`src/dsb_map.svh`:
```
// constants for the drive setting bank: register offsets, field limits, reset values
// assumes an includer that uses these as plain `define names
`ifndef DSB_MAP_SVH
`define DSB_MAP_SVH

// ****************************************************************
// register offsets (word index on the plain register port)
// ****************************************************************
`define DSB_OFS_OVLD_WARN     8'h00
`define DSB_OFS_STATION       8'h01
`define DSB_OFS_BIT_RATE      8'h02
`define DSB_OFS_SET_PROT      8'h03
`define DSB_OFS_POS_PROT      8'h04
`define DSB_OFS_DECEL_TIME    8'h05
`define DSB_OFS_BOOT_VIEW     8'h06
`define DSB_OFS_STOP_SEQ      8'h07
`define DSB_OFS_APPLY         8'h08
`define DSB_OFS_IRQ_STATUS    8'h09
`define DSB_OFS_IRQ_MASK      8'h0A
`define DSB_OFS_POS_DATA_BASE 8'h10
`define DSB_POS_DATA_COUNT    16

// ****************************************************************
// limits and reset values
// ****************************************************************
`define DSB_OVLD_MIN          7'h0A
`define DSB_OVLD_MAX          7'h64
`define DSB_OVLD_RST          7'h32
`define DSB_OVLD_FUNC_CODE    8'h1B
`define DSB_STATION_MIN       5'h01
`define DSB_STATION_MAX       5'h1F
`define DSB_STATION_RST       5'h01
`define DSB_RATE_RST          2'h0
`define DSB_DECEL_MAX         20'hF423F
`define DSB_DECEL_RST         20'h003E8
`define DSB_VIEW_RST          6'h00
`define DSB_VIEW_MAX          6'h2D
`define DSB_VIEW_GAP_LO       6'h1C
`define DSB_VIEW_GAP_HI       6'h27
`define DSB_DECEL_REF_RPM     12'h7D0
`define DSB_DECEL_LSB_CLKS    32'h000003E8

// ****************************************************************
// interrupt status bit positions
// ****************************************************************
`define DSB_IRQ_WARN_BIT      0
`define DSB_IRQ_REFUSE_BIT    1
`define DSB_IRQ_STOP_BIT      2

`endif

```
`src/dsb_pkg.sv`:
```
// types shared by the drive setting bank
// assumes dsb_map.svh is compiled alongside
`default_nettype none
package dsb_pkg;
	typedef enum logic [1:0] {
		DSB_RATE_38400  = 2'h0,
		DSB_RATE_19200  = 2'h1,
		DSB_RATE_9600   = 2'h2,
		DSB_RATE_115200 = 2'h3
	} dsb_rate_code_t;

	typedef enum logic [1:0] {
		DSB_STOP_IDLE,
		DSB_STOP_RAMP,
		DSB_STOP_HALT
	} dsb_stop_state_t;
endpackage
`default_nettype wire

```
`src/dsb_decel_ramp.sv`:
```
// emergency stop ramp: fixed slope set by the time to fall from the reference speed
// assumes speed in r/min and time in 0.1 ms units, one tick per clock (100 ns)
`default_nettype none
`include "dsb_map.svh"
module dsb_decel_ramp (
	input  wire logic                    clk,
	input  wire logic                    reset_n,
	input  wire logic                    start,
	input  wire logic [11:0]             start_speed,
	input  wire logic [19:0]             decel_time,
	output logic                         ramping,
	output logic [11:0]                  ramp_speed
);
	import dsb_pkg::*;

	// ****************************************************************
	// state
	// ****************************************************************
	typedef struct packed {
		dsb_stop_state_t st;
		logic [11:0]     speed;
		logic [31:0]     acc;
	} dsb_ramp_t;

	dsb_ramp_t   r_ff;
	dsb_ramp_t   nxt_r;
	logic [31:0] step_len;

	// accumulated r/min per speed step; the largest time times 1000 still fits 32 bits
	assign step_len = {12'h0, decel_time} * `DSB_DECEL_LSB_CLKS;

	// 0.1 ms is 1000 clocks; per clock the speed falls by ref / (time*1000),
	// done with an accumulator so the slope is exact for times of 0.2 ms and up, and independent of start
	always_comb begin
		nxt_r = r_ff;
		case (r_ff.st)
			DSB_STOP_IDLE: begin
				if (start) begin
					nxt_r.speed = start_speed;
					nxt_r.acc   = 32'h0;
					nxt_r.st    = (decel_time == 20'h0) ? DSB_STOP_HALT : DSB_STOP_RAMP;
				end
			end
			DSB_STOP_RAMP: begin
				nxt_r.acc = r_ff.acc + {20'h0, `DSB_DECEL_REF_RPM};
				if (nxt_r.acc >= step_len) begin
					// carry the remainder so the mean slope stays exact
					nxt_r.acc = nxt_r.acc - step_len;
					if (r_ff.speed <= 12'h001) begin
						nxt_r.speed = 12'h0;
						nxt_r.st    = DSB_STOP_HALT;
					end else begin
						nxt_r.speed = r_ff.speed - 12'h001;
					end
				end
			end
			DSB_STOP_HALT: begin
				nxt_r.speed = 12'h0;
				if (!start) begin
					nxt_r.st = DSB_STOP_IDLE;
				end
			end
			default: begin
				nxt_r.st = DSB_STOP_IDLE;
			end
		endcase
	end

	always_ff @(posedge clk or negedge reset_n) begin
		if (!reset_n) begin
			r_ff <= '{st: DSB_STOP_IDLE, speed: 12'h0, acc: 32'h0};
		end else begin
			r_ff <= nxt_r;
		end
	end

	assign ramping    = (r_ff.st == DSB_STOP_RAMP);
	assign ramp_speed = r_ff.speed;
endmodule
`default_nettype wire

```
`src/dsb_bank.sv`:
```
// drive setting bank: settings register file, protection, stop ramp trigger
// assumes a same-clock register master and pin inputs needing synchronising
//
// Contract
// - overload warning threshold 10..100 percent, reset 50; warn when level reaches it; the code holds the warning off while overload_alarm is set.
// - overload warning is output function code 27, an early overload alarm hint.
// - station number 1..31, reset 1; answer only frames addressed to it.
// - bit rate code 0=38400, 1=19200, 2=9600, 3=115200; reset 0.
// - setting protect set refuses all setting writes except the protect flag.
// - position data protect set refuses position data edits; clear accepts them.
// - emergency decel time 0.0..99999.9 ms, reset 100.0 ms.
// - ramp on forced stop, overtravel, safe stop, each when its setting selects it.
// - decel time means 2000 r/min to zero, so slope is fixed.
// - at power-up keypad shows the item chosen by the boot view code.
// - power-cycle settings take effect only after a reset; others at once.
//
// The placing of the registers and the address-and-strobe port are this design's own decisions.
`default_nettype none
`include "dsb_map.svh"
module dsb_bank (
	input  wire logic                    clk,
	input  wire logic                    reset_n,
	input  wire logic [7:0]              reg_addr,
	input  wire logic [31:0]             reg_wdata,
	input  wire logic                    reg_write,
	input  wire logic                    reg_read,
	output logic [31:0]                  reg_rdata,
	input  wire logic [6:0]              overload_level,
	input  wire logic                    overload_alarm,
	input  wire logic [4:0]              frame_station,
	input  wire logic                    frame_valid,
	input  wire logic                    forced_stop_pin,
	input  wire logic                    overtravel_pin,
	input  wire logic                    safe_stop_one_pin,
	input  wire logic [11:0]             motor_speed,
	output logic                         overload_warn,
	output logic [7:0]                   overload_warn_func,
	output logic                         frame_accept,
	output logic [4:0]                   link_station_number,
	output dsb_pkg::dsb_rate_code_t      link_bit_rate_code,
	output logic [5:0]                   keypad_view,
	output logic                         decel_active,
	output logic [11:0]                  decel_speed,
	output logic                         irq
);
	import dsb_pkg::*;

	// ****************************************************************
	// state
	// ****************************************************************
	typedef struct packed {
		logic [6:0]  overload_warn_level;
		logic [4:0]  station_act;
		logic [1:0]  rate_act;
		logic        setting_protect_flag;
		logic        position_data_protect_flag;
		logic [19:0] emergency_decel_time;
		logic [5:0]  boot_view_act;
		logic [1:0]  servo_off_stop_sequence;
		logic [1:0]  overtravel_stop_sequence;
		logic        safety_stop_enable;
		logic        applied;
		logic [2:0]  irq_status;
		logic [2:0]  irq_mask;
		logic [31:0] rdata;
		logic        warn;
		logic        accept;
		logic [2:0]  sync1;
		logic [2:0]  sync2;
		logic [2:0]  stop_prev;
	} dsb_state_t;

	dsb_state_t s_ff;
	dsb_state_t nxt_s;

	// pending power-cycle values sit outside the reset, so that a reset is the power
	// cycle that brings them into use; the initial values stand for the first power-up
	typedef struct packed {
		logic [4:0] station_new;
		logic [1:0] rate_new;
		logic [5:0] boot_view_new;
	} dsb_keep_t;

	dsb_keep_t  keep_ff = '{station_new: `DSB_STATION_RST, rate_new: `DSB_RATE_RST,
	                        boot_view_new: `DSB_VIEW_RST};
	dsb_keep_t  nxt_keep;
	logic [31:0] pos_data_ff [`DSB_POS_DATA_COUNT];

	logic        ramp_start;
	logic        ramping;
	logic [11:0] ramp_speed;

	function automatic logic in_range32(input logic [31:0] v, input logic [31:0] lo,
	                                    input logic [31:0] hi);
		in_range32 = (v >= lo) && (v <= hi);
	endfunction

	function automatic logic view_ok(input logic [31:0] v);
		view_ok = (v <= {26'h0, `DSB_VIEW_MAX}) &&
		          !((v >= {26'h0, `DSB_VIEW_GAP_LO}) && (v <= {26'h0, `DSB_VIEW_GAP_HI}));
	endfunction

	logic pos_hit;
	assign pos_hit = (reg_addr >= `DSB_OFS_POS_DATA_BASE) &&
	                 (reg_addr < (`DSB_OFS_POS_DATA_BASE + 8'h10));

	// ****************************************************************
	// next state
	// ****************************************************************
	always_comb begin
		logic       refuse;
		logic       ok;
		logic [2:0] stop_req;
		logic [2:0] events;
		refuse   = 1'b0;
		ok       = 1'b0;
		stop_req = 3'h0;
		events   = 3'h0;
		nxt_s    = s_ff;
		nxt_keep = keep_ff;

		// latched power-cycle values move to active only once after reset
		if (!s_ff.applied) begin
			nxt_s.station_act   = keep_ff.station_new;
			nxt_s.rate_act      = keep_ff.rate_new;
			nxt_s.boot_view_act = keep_ff.boot_view_new;
			nxt_s.applied       = 1'b1;
		end

		if (reg_write) begin
			ok = 1'b1;
			if (s_ff.setting_protect_flag && (reg_addr != `DSB_OFS_SET_PROT) &&
			    (reg_addr <= `DSB_OFS_STOP_SEQ)) begin
				ok = 1'b0;
			end
			case (reg_addr)
				`DSB_OFS_OVLD_WARN: begin
					if (ok && in_range32(reg_wdata, {25'h0, `DSB_OVLD_MIN},
					                     {25'h0, `DSB_OVLD_MAX})) begin
						nxt_s.overload_warn_level = reg_wdata[6:0];
					end else begin
						refuse = 1'b1;
					end
				end
				`DSB_OFS_STATION: begin
					if (ok && in_range32(reg_wdata, {27'h0, `DSB_STATION_MIN},
					                     {27'h0, `DSB_STATION_MAX})) begin
						nxt_keep.station_new = reg_wdata[4:0];
					end else begin
						refuse = 1'b1;
					end
				end
				`DSB_OFS_BIT_RATE: begin
					if (ok && (reg_wdata[31:2] == 30'h0)) begin
						nxt_keep.rate_new = reg_wdata[1:0];
					end else begin
						refuse = 1'b1;
					end
				end
				`DSB_OFS_SET_PROT: begin
					if (reg_wdata[31:1] == 31'h0) begin
						nxt_s.setting_protect_flag = reg_wdata[0];
					end else begin
						refuse = 1'b1;
					end
				end
				`DSB_OFS_POS_PROT: begin
					if (ok && (reg_wdata[31:1] == 31'h0)) begin
						nxt_s.position_data_protect_flag = reg_wdata[0];
					end else begin
						refuse = 1'b1;
					end
				end
				`DSB_OFS_DECEL_TIME: begin
					if (ok && in_range32(reg_wdata, 32'h0, {12'h0, `DSB_DECEL_MAX})) begin
						nxt_s.emergency_decel_time = reg_wdata[19:0];
					end else begin
						refuse = 1'b1;
					end
				end
				`DSB_OFS_BOOT_VIEW: begin
					if (ok && view_ok(reg_wdata)) begin
						nxt_keep.boot_view_new = reg_wdata[5:0];
					end else begin
						refuse = 1'b1;
					end
				end
				`DSB_OFS_STOP_SEQ: begin
					if (ok && (reg_wdata[31:5] == 27'h0)) begin
						nxt_s.servo_off_stop_sequence  = reg_wdata[1:0];
						nxt_s.overtravel_stop_sequence = reg_wdata[3:2];
						nxt_s.safety_stop_enable       = reg_wdata[4];
					end else begin
						refuse = 1'b1;
					end
				end
				`DSB_OFS_IRQ_MASK: begin
					nxt_s.irq_mask = reg_wdata[2:0];
				end
				default: begin
					if (pos_hit && s_ff.position_data_protect_flag) begin
						refuse = 1'b1;
					end
				end
			endcase
		end

		// stop requests, each gated by its own sequence setting
		stop_req[0] = s_ff.sync2[0] && (s_ff.servo_off_stop_sequence == 2'h1);
		stop_req[1] = s_ff.sync2[1] && (s_ff.overtravel_stop_sequence == 2'h1);
		stop_req[2] = s_ff.sync2[2] && s_ff.safety_stop_enable;
		nxt_s.stop_prev = stop_req;
		nxt_s.sync1 = {safe_stop_one_pin, overtravel_pin, forced_stop_pin};
		nxt_s.sync2 = s_ff.sync1;

		nxt_s.warn = (overload_level >= s_ff.overload_warn_level) && !overload_alarm;
		nxt_s.accept = frame_valid && (frame_station == s_ff.station_act);

		events[`DSB_IRQ_WARN_BIT]   = nxt_s.warn && !s_ff.warn;
		events[`DSB_IRQ_REFUSE_BIT] = refuse;
		events[`DSB_IRQ_STOP_BIT]   = |(stop_req & ~s_ff.stop_prev);

		nxt_s.rdata = 32'h0;
		if (reg_read) begin
			case (reg_addr)
				`DSB_OFS_OVLD_WARN:  nxt_s.rdata = {25'h0, s_ff.overload_warn_level};
				`DSB_OFS_STATION:    nxt_s.rdata = {27'h0, keep_ff.station_new};
				`DSB_OFS_BIT_RATE:   nxt_s.rdata = {30'h0, keep_ff.rate_new};
				`DSB_OFS_SET_PROT:   nxt_s.rdata = {31'h0, s_ff.setting_protect_flag};
				`DSB_OFS_POS_PROT:   nxt_s.rdata = {31'h0, s_ff.position_data_protect_flag};
				`DSB_OFS_DECEL_TIME: nxt_s.rdata = {12'h0, s_ff.emergency_decel_time};
				`DSB_OFS_BOOT_VIEW:  nxt_s.rdata = {26'h0, keep_ff.boot_view_new};
				`DSB_OFS_STOP_SEQ:   nxt_s.rdata = {27'h0, s_ff.safety_stop_enable,
				                                    s_ff.overtravel_stop_sequence,
				                                    s_ff.servo_off_stop_sequence};
				`DSB_OFS_APPLY:      nxt_s.rdata = {15'h0, ramping, 3'h0, s_ff.station_act,
				                                    s_ff.rate_act, s_ff.boot_view_act};
				`DSB_OFS_IRQ_STATUS: nxt_s.rdata = {29'h0, s_ff.irq_status};
				`DSB_OFS_IRQ_MASK:   nxt_s.rdata = {29'h0, s_ff.irq_mask};
				default: begin
					if (pos_hit) begin
						nxt_s.rdata = pos_data_ff[reg_addr[3:0]];
					end
				end
			endcase
		end

		// read clears, but an event in the same cycle wins
		if (reg_read && (reg_addr == `DSB_OFS_IRQ_STATUS)) begin
			nxt_s.irq_status = events;
		end else begin
			nxt_s.irq_status = s_ff.irq_status | events;
		end
	end

	always_ff @(posedge clk or negedge reset_n) begin
		if (!reset_n) begin
			s_ff <= '{overload_warn_level: `DSB_OVLD_RST, station_act: `DSB_STATION_RST,
			          rate_act: `DSB_RATE_RST, boot_view_act: `DSB_VIEW_RST,
			          emergency_decel_time: `DSB_DECEL_RST, default: '0};
		end else begin
			s_ff <= nxt_s;
		end
	end

	// no reset here: the written values must outlive the reset they wait for
	always_ff @(posedge clk) begin
		keep_ff <= nxt_keep;
	end

	// position data has no reset; contents are software owned
	always_ff @(posedge clk) begin
		if (reg_write && pos_hit && !s_ff.position_data_protect_flag) begin
			pos_data_ff[reg_addr[3:0]] <= reg_wdata;
		end
	end

	// ****************************************************************
	// stop ramp
	// ****************************************************************
	assign ramp_start = |s_ff.stop_prev;

	dsb_decel_ramp u_ramp (
		.clk         (clk),
		.reset_n     (reset_n),
		.start       (ramp_start),
		.start_speed (motor_speed),
		.decel_time  (s_ff.emergency_decel_time),
		.ramping     (ramping),
		.ramp_speed  (ramp_speed)
	);

	assign reg_rdata           = s_ff.rdata;
	assign overload_warn       = s_ff.warn;
	assign overload_warn_func  = `DSB_OVLD_FUNC_CODE;
	assign frame_accept        = s_ff.accept;
	assign link_station_number = s_ff.station_act;
	assign link_bit_rate_code  = dsb_rate_code_t'(s_ff.rate_act);
	assign keypad_view         = s_ff.boot_view_act;
	assign decel_active        = ramping;
	assign decel_speed         = ramp_speed;
	assign irq                 = |(s_ff.irq_status & s_ff.irq_mask);
endmodule
`default_nettype wire

```
`config.mk`:
```
export PLATFORM = sky130hd
export DESIGN_NAME = dsb_bank
export DESIGN_NICKNAME = d
export VERILOG_FILES = /design/src/dsb_pkg.sv /design/src/dsb_decel_ramp.sv /design/src/dsb_bank.sv
export VERILOG_INCLUDE_DIRS = /design/src
export SDC_FILE = /design/constraint.sdc
export NUM_CORES = 1
export LEC_CHECK = 0
export BUFFER_PORTS_ARGS = -buffer_cell sky130_fd_sc_hd__buf_4
export CAP_MARGIN = 25
export CORE_UTILIZATION = 30
export DETAILED_ROUTE_END_ITERATION = 7
export HOLD_SLACK_MARGIN = 0.1
export PLACE_DENSITY = 0.54
export SYNTH_ARGS = -nofsm -noshare
export SYNTH_HDL_FRONTEND = slang
export SYNTH_SLANG_ARGS = --single-unit
```
`constraint.sdc`:
```
create_clock -name clk -period 11.9 [get_ports clk]
set_clock_uncertainty 0.2 [all_clocks]
set_input_delay 1.19 -clock clk [delete_from_list [all_inputs] [get_ports clk]]
set_output_delay 1.19 -clock clk [all_outputs]
set_load 0.01 [all_outputs]
```
======== After elaboration in Yosys (flattened, before gate mapping) ========
Memory sizes are Yosys's and may differ from the RTL's.
Cells that the tools add are included.
storage, ports and cells
  flip-flop bits (word level) ............. 156
  RAM bits ................................ 512
  input port bits ......................... 73
  output and inout port bits .............. 69
  logic and storage cells ................. 149
  memories kept ........................... 1
cells by class
  add/sub/neg operators ................... 3
  multipliers ............................. 1
  $lt $le $gt $ge ......................... 15
  eq/ne operators ......................... 20
  mux-type cells .......................... 28
  bitwise logic cells ..................... 4
  reductions and logical operators ........ 52
memory list
  memory       depth  bits a word  read ports  clocked after memory_dff  wr ports  line            RTL
  pos_data_ff  16     32           1           0                         1         dsb_bank.sv:87  logic [31:0] pos_data_ff [`DSB_POS_DATA_COUNT];
operators with widths
  operator                                                                 count
  32-bit case mux with 11 select lines                                     1
  46-bit 2-to-1 mux                                                        2
  32-bit by 1-bit >= comparator with 1-bit output, second input constant   2
  32-bit by 6-bit <= comparator with 1-bit output, second input constant   2
  32-bit 2-to-1 mux                                                        2
  32-bit case mux with 2 select lines                                      1
  12-bit case mux with 3 select lines                                      1
  32-bit by 11-bit adder with 32-bit output, second input constant         1
  8-bit by 3-bit equality test with 1-bit output, second input constant    4
  32-bit by 30-bit >= comparator with 1-bit output                         1
  32-bit by 4-bit >= comparator with 1-bit output, second input constant   1
  32-bit by 5-bit >= comparator with 1-bit output, second input constant   1
  32-bit by 20-bit <= comparator with 1-bit output, second input constant  1
  32-bit by 5-bit <= comparator with 1-bit output, second input constant   1
  32-bit by 7-bit <= comparator with 1-bit output, second input constant   1
  32-bit by 30-bit subtractor with 32-bit output                           1
  31-bit logical NOT                                                       1
  30-bit logical NOT                                                       1
  27-bit logical NOT                                                       1
  20-bit by 7-bit multiplier with 27-bit output, second input constant     1
  3-bit AND reduction                                                      9
  1-bit logical AND                                                        25
  8-bit by 4-bit equality test with 1-bit output, second input constant    3
  20-bit logical NOT                                                       1
  other kinds (31)                                                         58

======== Longest topological paths before layout ========
  depth in word-level cells ............... 11
  gate-level depth with buffers ........... 30
  mapped depth without buffers ............ 27

======== By module ========
Synthesis repeated with hierarchy kept, for this count alone.
second synthesis, totals
  cell total of the unflattened synthesis .. 2,117
  area total of the unflattened synthesis .. 32,524.9 um^2
modules (own cells, without submodules)
  module          instances  cells an instance  area an instance (um^2)  sequential area each (um^2)
  dsb_bank        1          1,188              24,471.0                 18,205.0
  dsb_decel_ramp  1          929                8,054.0                  1,076.0

======== Worst setup path after synthesis ========
No wires, ideal clock.
  path type ............................... reg-to-reg
  start ................................... reg s_ff[64] in the netlist's numbering
  end ..................................... reg u_ramp.r_ff[30] in the netlist's numbering
  library setup time ...................... 0.132 ns
  data arrival time ....................... 6.507 ns
  data required time ...................... 11.568 ns
  slack ................................... 5.061 ns
  cell stages (with the launch flop) ...... 27
  buffers on the path ..................... 3
  period minus slack after synthesis ...... 6.839 ns
  cell sequence ........................... dfstp_2 > inv_1 > fa_1 > fa_1 > fa_1 > fa_1 > inv_1 > ha_1 > a2111oi_0 > o21ai_0 > a31oi_1 > o211a_1 > o21ai_0 > or2_2 > ha_1 > buf_2 > a21o_1 > a21oi_2 > a21oi_1 > o21a_1 > o21ai_0 > a41oi_2 > or2_1 > buf_6 > buf_6 > a311oi_2 > o21ai_1
between the ends
  cells in the longest elaborated chain, start to end .. 4
  elaborated cells on any way between the ends .. 5
  those cells by class .................... add/sub: 1; mul: 1; order compare: 1; mux: 2
RTL lines
  element                                                                                                             line                                        RTL
  from (decl)                                                                                                         dsb_bank.sv:73                              dsb_state_t s_ff;
  from (signal assigned)                                                                                              dsb_bank.sv:258                             s_ff <= '{overload_warn_level: `DSB_OVLD_RST, station_act: `DSB_STATION_RST,
  from (signal assigned)                                                                                              dsb_bank.sv:262                             s_ff <= nxt_s;
  20-bit by 7-bit multiplier with 27-bit output (no line) (*)                                                         n/a
  32-bit by 30-bit subtractor with 32-bit output or 32-bit by 30-bit >= comparator with 1-bit output (tied branches)  dsb_decel_ramp.sv:48, dsb_decel_ramp.sv:46
  46-bit 2-to-1 mux (*)                                                                                               dsb_decel_ramp.sv:46                        if (nxt_r.acc >= step_len) begin
  32-bit case mux with 2 select lines (*)                                                                             dsb_decel_ramp.sv:36                        case (r_ff.st)
  to (signal assigned)                                                                                                dsb_decel_ramp.sv:71                        r_ff <= '{st: DSB_STOP_IDLE, speed: 12'h0, acc: 32'h0};
  to (signal assigned)                                                                                                dsb_decel_ramp.sv:73                        r_ff <= nxt_r;
  to (decl)                                                                                                           dsb_decel_ramp.sv:25                        dsb_ramp_t r_ff;
Every way passes the cells marked *; elsewhere a longest branch is shown, timed or not. The select of a mux whose other input is x is not followed.
A chain may end at the register's enable or synchronous reset.

======== Final worst setup path ========
  start ................................... reg s_ff[64] in the netlist's numbering
  end ..................................... reg u_ramp.r_ff (netlist bit u_ramp.ramp_speed[4])
between the ends
  cells in the longest elaborated chain, start to end .. 4
RTL lines
  element                                                     line
  20-bit by 7-bit multiplier with 27-bit output (no line)     n/a
  32-bit by 30-bit >= comparator with 1-bit output            dsb_decel_ramp.sv:46
  2-bit by 1-bit inequality test with 1-bit output (no line)  n/a
  3-bit AND reduction (no line)                               n/a
Every way passes these cells.

==> results_tabular.tex <==
\begin{tabular}{lr}
\hline
Metric & Value \\
\hline
\multicolumn{2}{l}{\textbf{Setup path}} \\
\quad CP startpoint kind & flip-flop \\
\quad FF-to-FF End & u\_ramp.ramp\_speed[4] \\
\quad Startpoint of the worst register-to-register path & s\_ff[64] \\
\quad Worst Reg2Reg Path Length in Cells & 24 \\
\quad Crit path capture type & flip-flop \\
\quad Signal arrival time at the worst endpoint & between 8 and 9 ns \\
\quad Class of the most critical setup path & reg -> reg \\
\quad Data required time of the worst path & about 12 ns \\
\quad Reg2Reg Setup Slack & 3.94 ns \\
\quad Largest fanout on the critical path & 20 \\
\multicolumn{2}{l}{\textbf{Power}} \\
\quad Leakage component of the power & between 10 and 15 nW \\
\quad P per Cell Area & around 130 nW/um2 \\
\quad Worst supply voltage drop on vdd & roughly 0.14 mV \\
\multicolumn{2}{l}{\textbf{CTS}} \\
\quad Root buffer cell & clkbuf\_16 \\
\quad Clock-pin transition on the worst setup and hold timing paths & roughly 0.06 ns \\
\quad Hold buffer count at cts & 0 \\
\quad Total clock buffers created by CTS & 71 \\
\quad H-tree level count & 3 \\
\quad Clock tree from TritonCTS & done \\
\quad Resize count post-CTS & 0 \\
\quad Number of clock sinks & $\sim$670 \\
\quad Count of buffers added by post-CTS timing repair for setup & 0 \\
\quad Clock buffer depth & 3 \\
\quad Clock latency of the later-clocked register in the worst-skew pair & 0.63 ns \\
\multicolumn{2}{l}{\textbf{Min path}} \\
\quad Number of cells on the worst hold path & 0 \\
\quad Worst Hold End & s\_ff[5] \\
\quad Startpoint of the tightest hold check path & nxt\_s[5] \\
\quad Hold WC Path Type & reg -> reg \\
\multicolumn{2}{l}{\textbf{Die}} \\
\quad Height of the die & around 330 um \\
\quad I/O pin cnt & 142 \\
\quad Core Area & around 110000 um2 \\
\quad Die area & between 100000 and 150000 um2 \\
\quad Total number of placement rows & between 100 and 150 \\
\quad Die width & 331.2 um \\
\quad Initial core utilization & 0.3032 \\
\multicolumn{2}{l}{\textbf{Routing}} \\
\quad Via count & 19.00k \\
\quad Detailed-route vias per instance & 5.122 \\
\quad Final routed wire length divided by cell count & approximately 23 um \\
\quad Remaining antenna violation count & 0 \\
\quad Iteration-0 DRC count of the detailed router & around 1.8k \\
\quad First-pass iteration count of the detailed router & 6 \\
\quad Post-route DRC violation count & 0 \\
\quad Wirelength, routed & between 80 and 90 mm \\
\multicolumn{2}{l}{\textbf{Finish}} \\
\quad Total number of nets in the final design & around 2.5k \\
\quad Share of final-layout standard cells stronger than drive strength 1 & 0.2249 \\
\quad Relative area change from synthesis to final layout & 14.22\% \\
\quad Number of filler instances in the final layout & 10.27k \\
\multicolumn{2}{l}{\textbf{STA}} \\
\quad Highest attainable clock frequency & approximately 130 MHz \\
\quad Final total negative setup slack & 0 ns \\
\quad Slew @ Worst Pin & $\sim$1.1 ns \\
\quad Final worst path period share & 0.6693 \\
\quad Number of hold violations in the final report & 0 \\
\quad Slew headroom & 0.2625 \\
\quad Hold Worst Slack & roughly 0.15 ns \\
\quad RSZ-0062 raised after global routing & no \\
\quad Final min period & between 7 and 8 ns \\
\quad Final Max Slew Viols & 0 \\
\quad Final-report setup violation count & 0 \\
\multicolumn{2}{l}{\textbf{Run status}} \\
\quad Result of the run & complete, no violations \\
\multicolumn{2}{l}{\textbf{Global route}} \\
\quad Via count of the first global-routing pass & 19.48k \\
\quad Global-route wire length before repair & between 100 and 150 mm \\
\quad Largest net degree at the start of global routing & between 80 and 90 \\
\quad Met3 GRT Util & 0.02831 \\
\quad Total routing resource utilization after global routing & 0.1570 \\
\quad Met2 Resource Use GR & 0.2559 \\
\quad GRT overflow & 0 \\
\quad Global routing's busiest layer & met2 \\
\quad Initial antenna violation count & 7 \\
\quad Met1 demand-to-capacity share in global routing & 0.2135 \\
\multicolumn{2}{l}{\textbf{Synth}} \\
\quad Summed instance area of the synthesized netlist & between 30000 and 40000 um2 \\
\quad Number of instances in the synthesized netlist & roughly 2.1k \\
\quad Main area contributors after synthesis & edfxtp\_1 49\%, mux4\_2 11\%, dfrtp\_1 10\% \\
\quad Yosys top cell by area & edfxtp\_1 \\
\quad Register bit total from synthesis & roughly 670 \\
\quad Post-synth ARST share & 0.2105 \\
\quad Number of unique standard cell types used by synthesis & 96 \\
\quad Sequential-to-total area share from yosys stat & 0.5932 \\
\quad Share of the synthesized area in the top cell type & 0.4850 \\
\quad Synthesized area per cell & between 15 and 20 um2 \\
\quad Main synth FF type & edfxtp\_1 \\
\quad Synthesis Warnings & 0 \\
\quad Number of synthesized flops with an enable pin & around 530 \\
\multicolumn{2}{l}{\textbf{Placement}} \\
\quad Global placement routability congestion & 0.8922 \\
\quad Sum of net half-perimeters after detailed placement & roughly 55 mm \\
\quad Buffers added on ports & 133 \\
\multicolumn{2}{l}{\textbf{Flow run}} \\
\quad Number of maximum-capacitance violations & 0 \\
\hline
\end{tabular}
-- synthesized netlist by cell type (16+ instances only) --
cell type and count:
edfxtp_1 525, mux4_2 161, inv_1 148, dfrtp_1 130, nand2_1 130, ha_1 111, nor2_1 94, o21ai_0 85
fa_1 71, buf_4 66, a21oi_1 52, clkbuf_1 42, xor2_1 38, xnor2_1 36, mux2_2 24, a21o_1 22
and3_1 22, nand3_1 22, nor3_1 21, buf_1 18, a22oi_1 16, nand2b_1 16, nor4_1 16, o21ai_1 16
-- cell usage in the layout (no fill, tap or decap), types with 12 or more instances in the layout --
master,netlist,layout
mux4_2,161,161
edfxtp_1,525,525
xnor2_1,36,36
mux2_2,24,24
nor3_1,21,20
o21ai_1,16,16
mux2i_1,15,15
and3_1,22,22
nor2_1,94,77
nand2b_1,16,16
clkbuf_1,42,21
clkinv_2,0,12
xor2_1,38,38
nand2_1,130,130
a21oi_1,52,52
buf_4,66,164
a22oi_1,16,16
ha_1,111,111
nor4_1,16,15
nor2_4,2,18
dfrtp_1,130,130
a21o_1,22,22
a31oi_1,15,15
clkbuf_16,0,72
fa_1,71,71
o21ai_0,85,84
nand4_1,13,13
nand3_1,22,22
inv_1,148,148
-- metrics by stage --
stage / utilization / cells / power (mW) / cell area (um2) / worst slack, ns
4_1_cts: 0.3462 / 3705 / 4.960 / 37120 / 3.955
3_3_place_gp: 0.3250 / 3576 / 2.794 / 34840 / 3.942
5_1_grt: 0.3463 / 3709 / 5.055 / 37130 / 3.404
6_report: 0.3463 / 3709 / 4.905 / 37130 / 3.936
2_1_floorplan: - / 2153 / 2.692 / 32530 / 5.061
3_5_place_dp: 0.3253 / 3577 / 2.800 / 34870 / 3.974
-- layer usage --
layer,share of wire,vias up
met1,0.44,9884
met2,0.48,627
met3,0.056,134
met4,0.025,8
met5,0.00063,-
li1,-,8344
-- worst max-delay path, cell delays in order (launching register included) --
cell and delay (ns):
dfstp_2 0.58, inv_1 0.14, fa_1 0.59, fa_1 0.45, fa_1 0.50, fa_1 0.51, inv_1 0.04, ha_1 0.36
a2111oi_0 0.42, o21ai_0 0.20, a31oi_1 0.32, o211a_1 0.27, o21ai_0 0.15, or2_2 0.33, ha_1 0.38, a21o_1 0.22
a21oi_2 0.22, a21oi_1 0.10, o21a_1 0.17, o21ai_0 0.19, a41oi_2 0.06, buf_4 0.23, o211ai_2 0.77, a2bb2oi_1 0.27
o221ai_1 0.13
-- flip-flops by register name, indices dropped and copies added, names as in the netlist --
| register | flops |
|---|---|
| pos_data_ff | 512 |
| reg_rdata | 32 |
| u_ramp.ramp_speed | 12 |
| overload_warn | 1 |
| link_bit_rate_code | 2 |
| u_ramp.r_ff | 31 |
| keypad_view | 6 |
| s_ff | 47 |
| frame_accept | 1 |
| link_station_number | 5 |
| nxt_s | 3 |
| keep_ff | 13 |
-- final cells by class --
| cell class | instances | area (um2) | share of cell area |
|---|---|---|---|
| Multi-Input combinational cell | 1192 | 11960 | 0.3222 |
| Timing Repair Buffer | 170 | 1320 | 0.03555 |
| Inverter | 148 | 555.5 | 0.01496 |
| Tap cell | 1403 | 1755 | 0.04728 |
| Antenna cell | 3 | 7.507 | 0.0002022 |
| Sequential cell | 665 | 19280 | 0.5193 |
| Clock inverter | 30 | 295.3 | 0.007953 |
| Clock buffer | 98 | 1949 | 0.05250 |
-- cells by family after synthesis --
family	synth area share
compound gates	0.07341
simple gates	0.05851
buf+inv	0.04380
flops	0.5932
fa+ha+maj	0.08645
xor+xnor	0.01994
mux	0.1245
other cells	0.0002310
-- power by group --
part / internal, mW / switching [mW]
Clock: 1.21 / 0.951
Combinational: 0.0912 / 0.128
Sequential: 2.52 / 0.00876
Total: 3.82 / 1.09
-- worst max path at each step --
stage	from	endpoint	slack [ns]	depth (start not counted)
finish	s_ff[64]	u_ramp.ramp_speed[4]	3.94	24
global route	s_ff[64]	u_ramp.ramp_speed[3]	3.40	24
CTS	s_ff[64]	u_ramp.ramp_speed[1]	3.96	23
detailed placement	s_ff[64]	u_ramp.ramp_speed[1]	3.97	23
global placement	s_ff[64]	u_ramp.r_ff[15]	3.94	24
floorplan	s_ff[64]	u_ramp.r_ff[30]	5.06	26
Power figures use the tool's default switching activity.
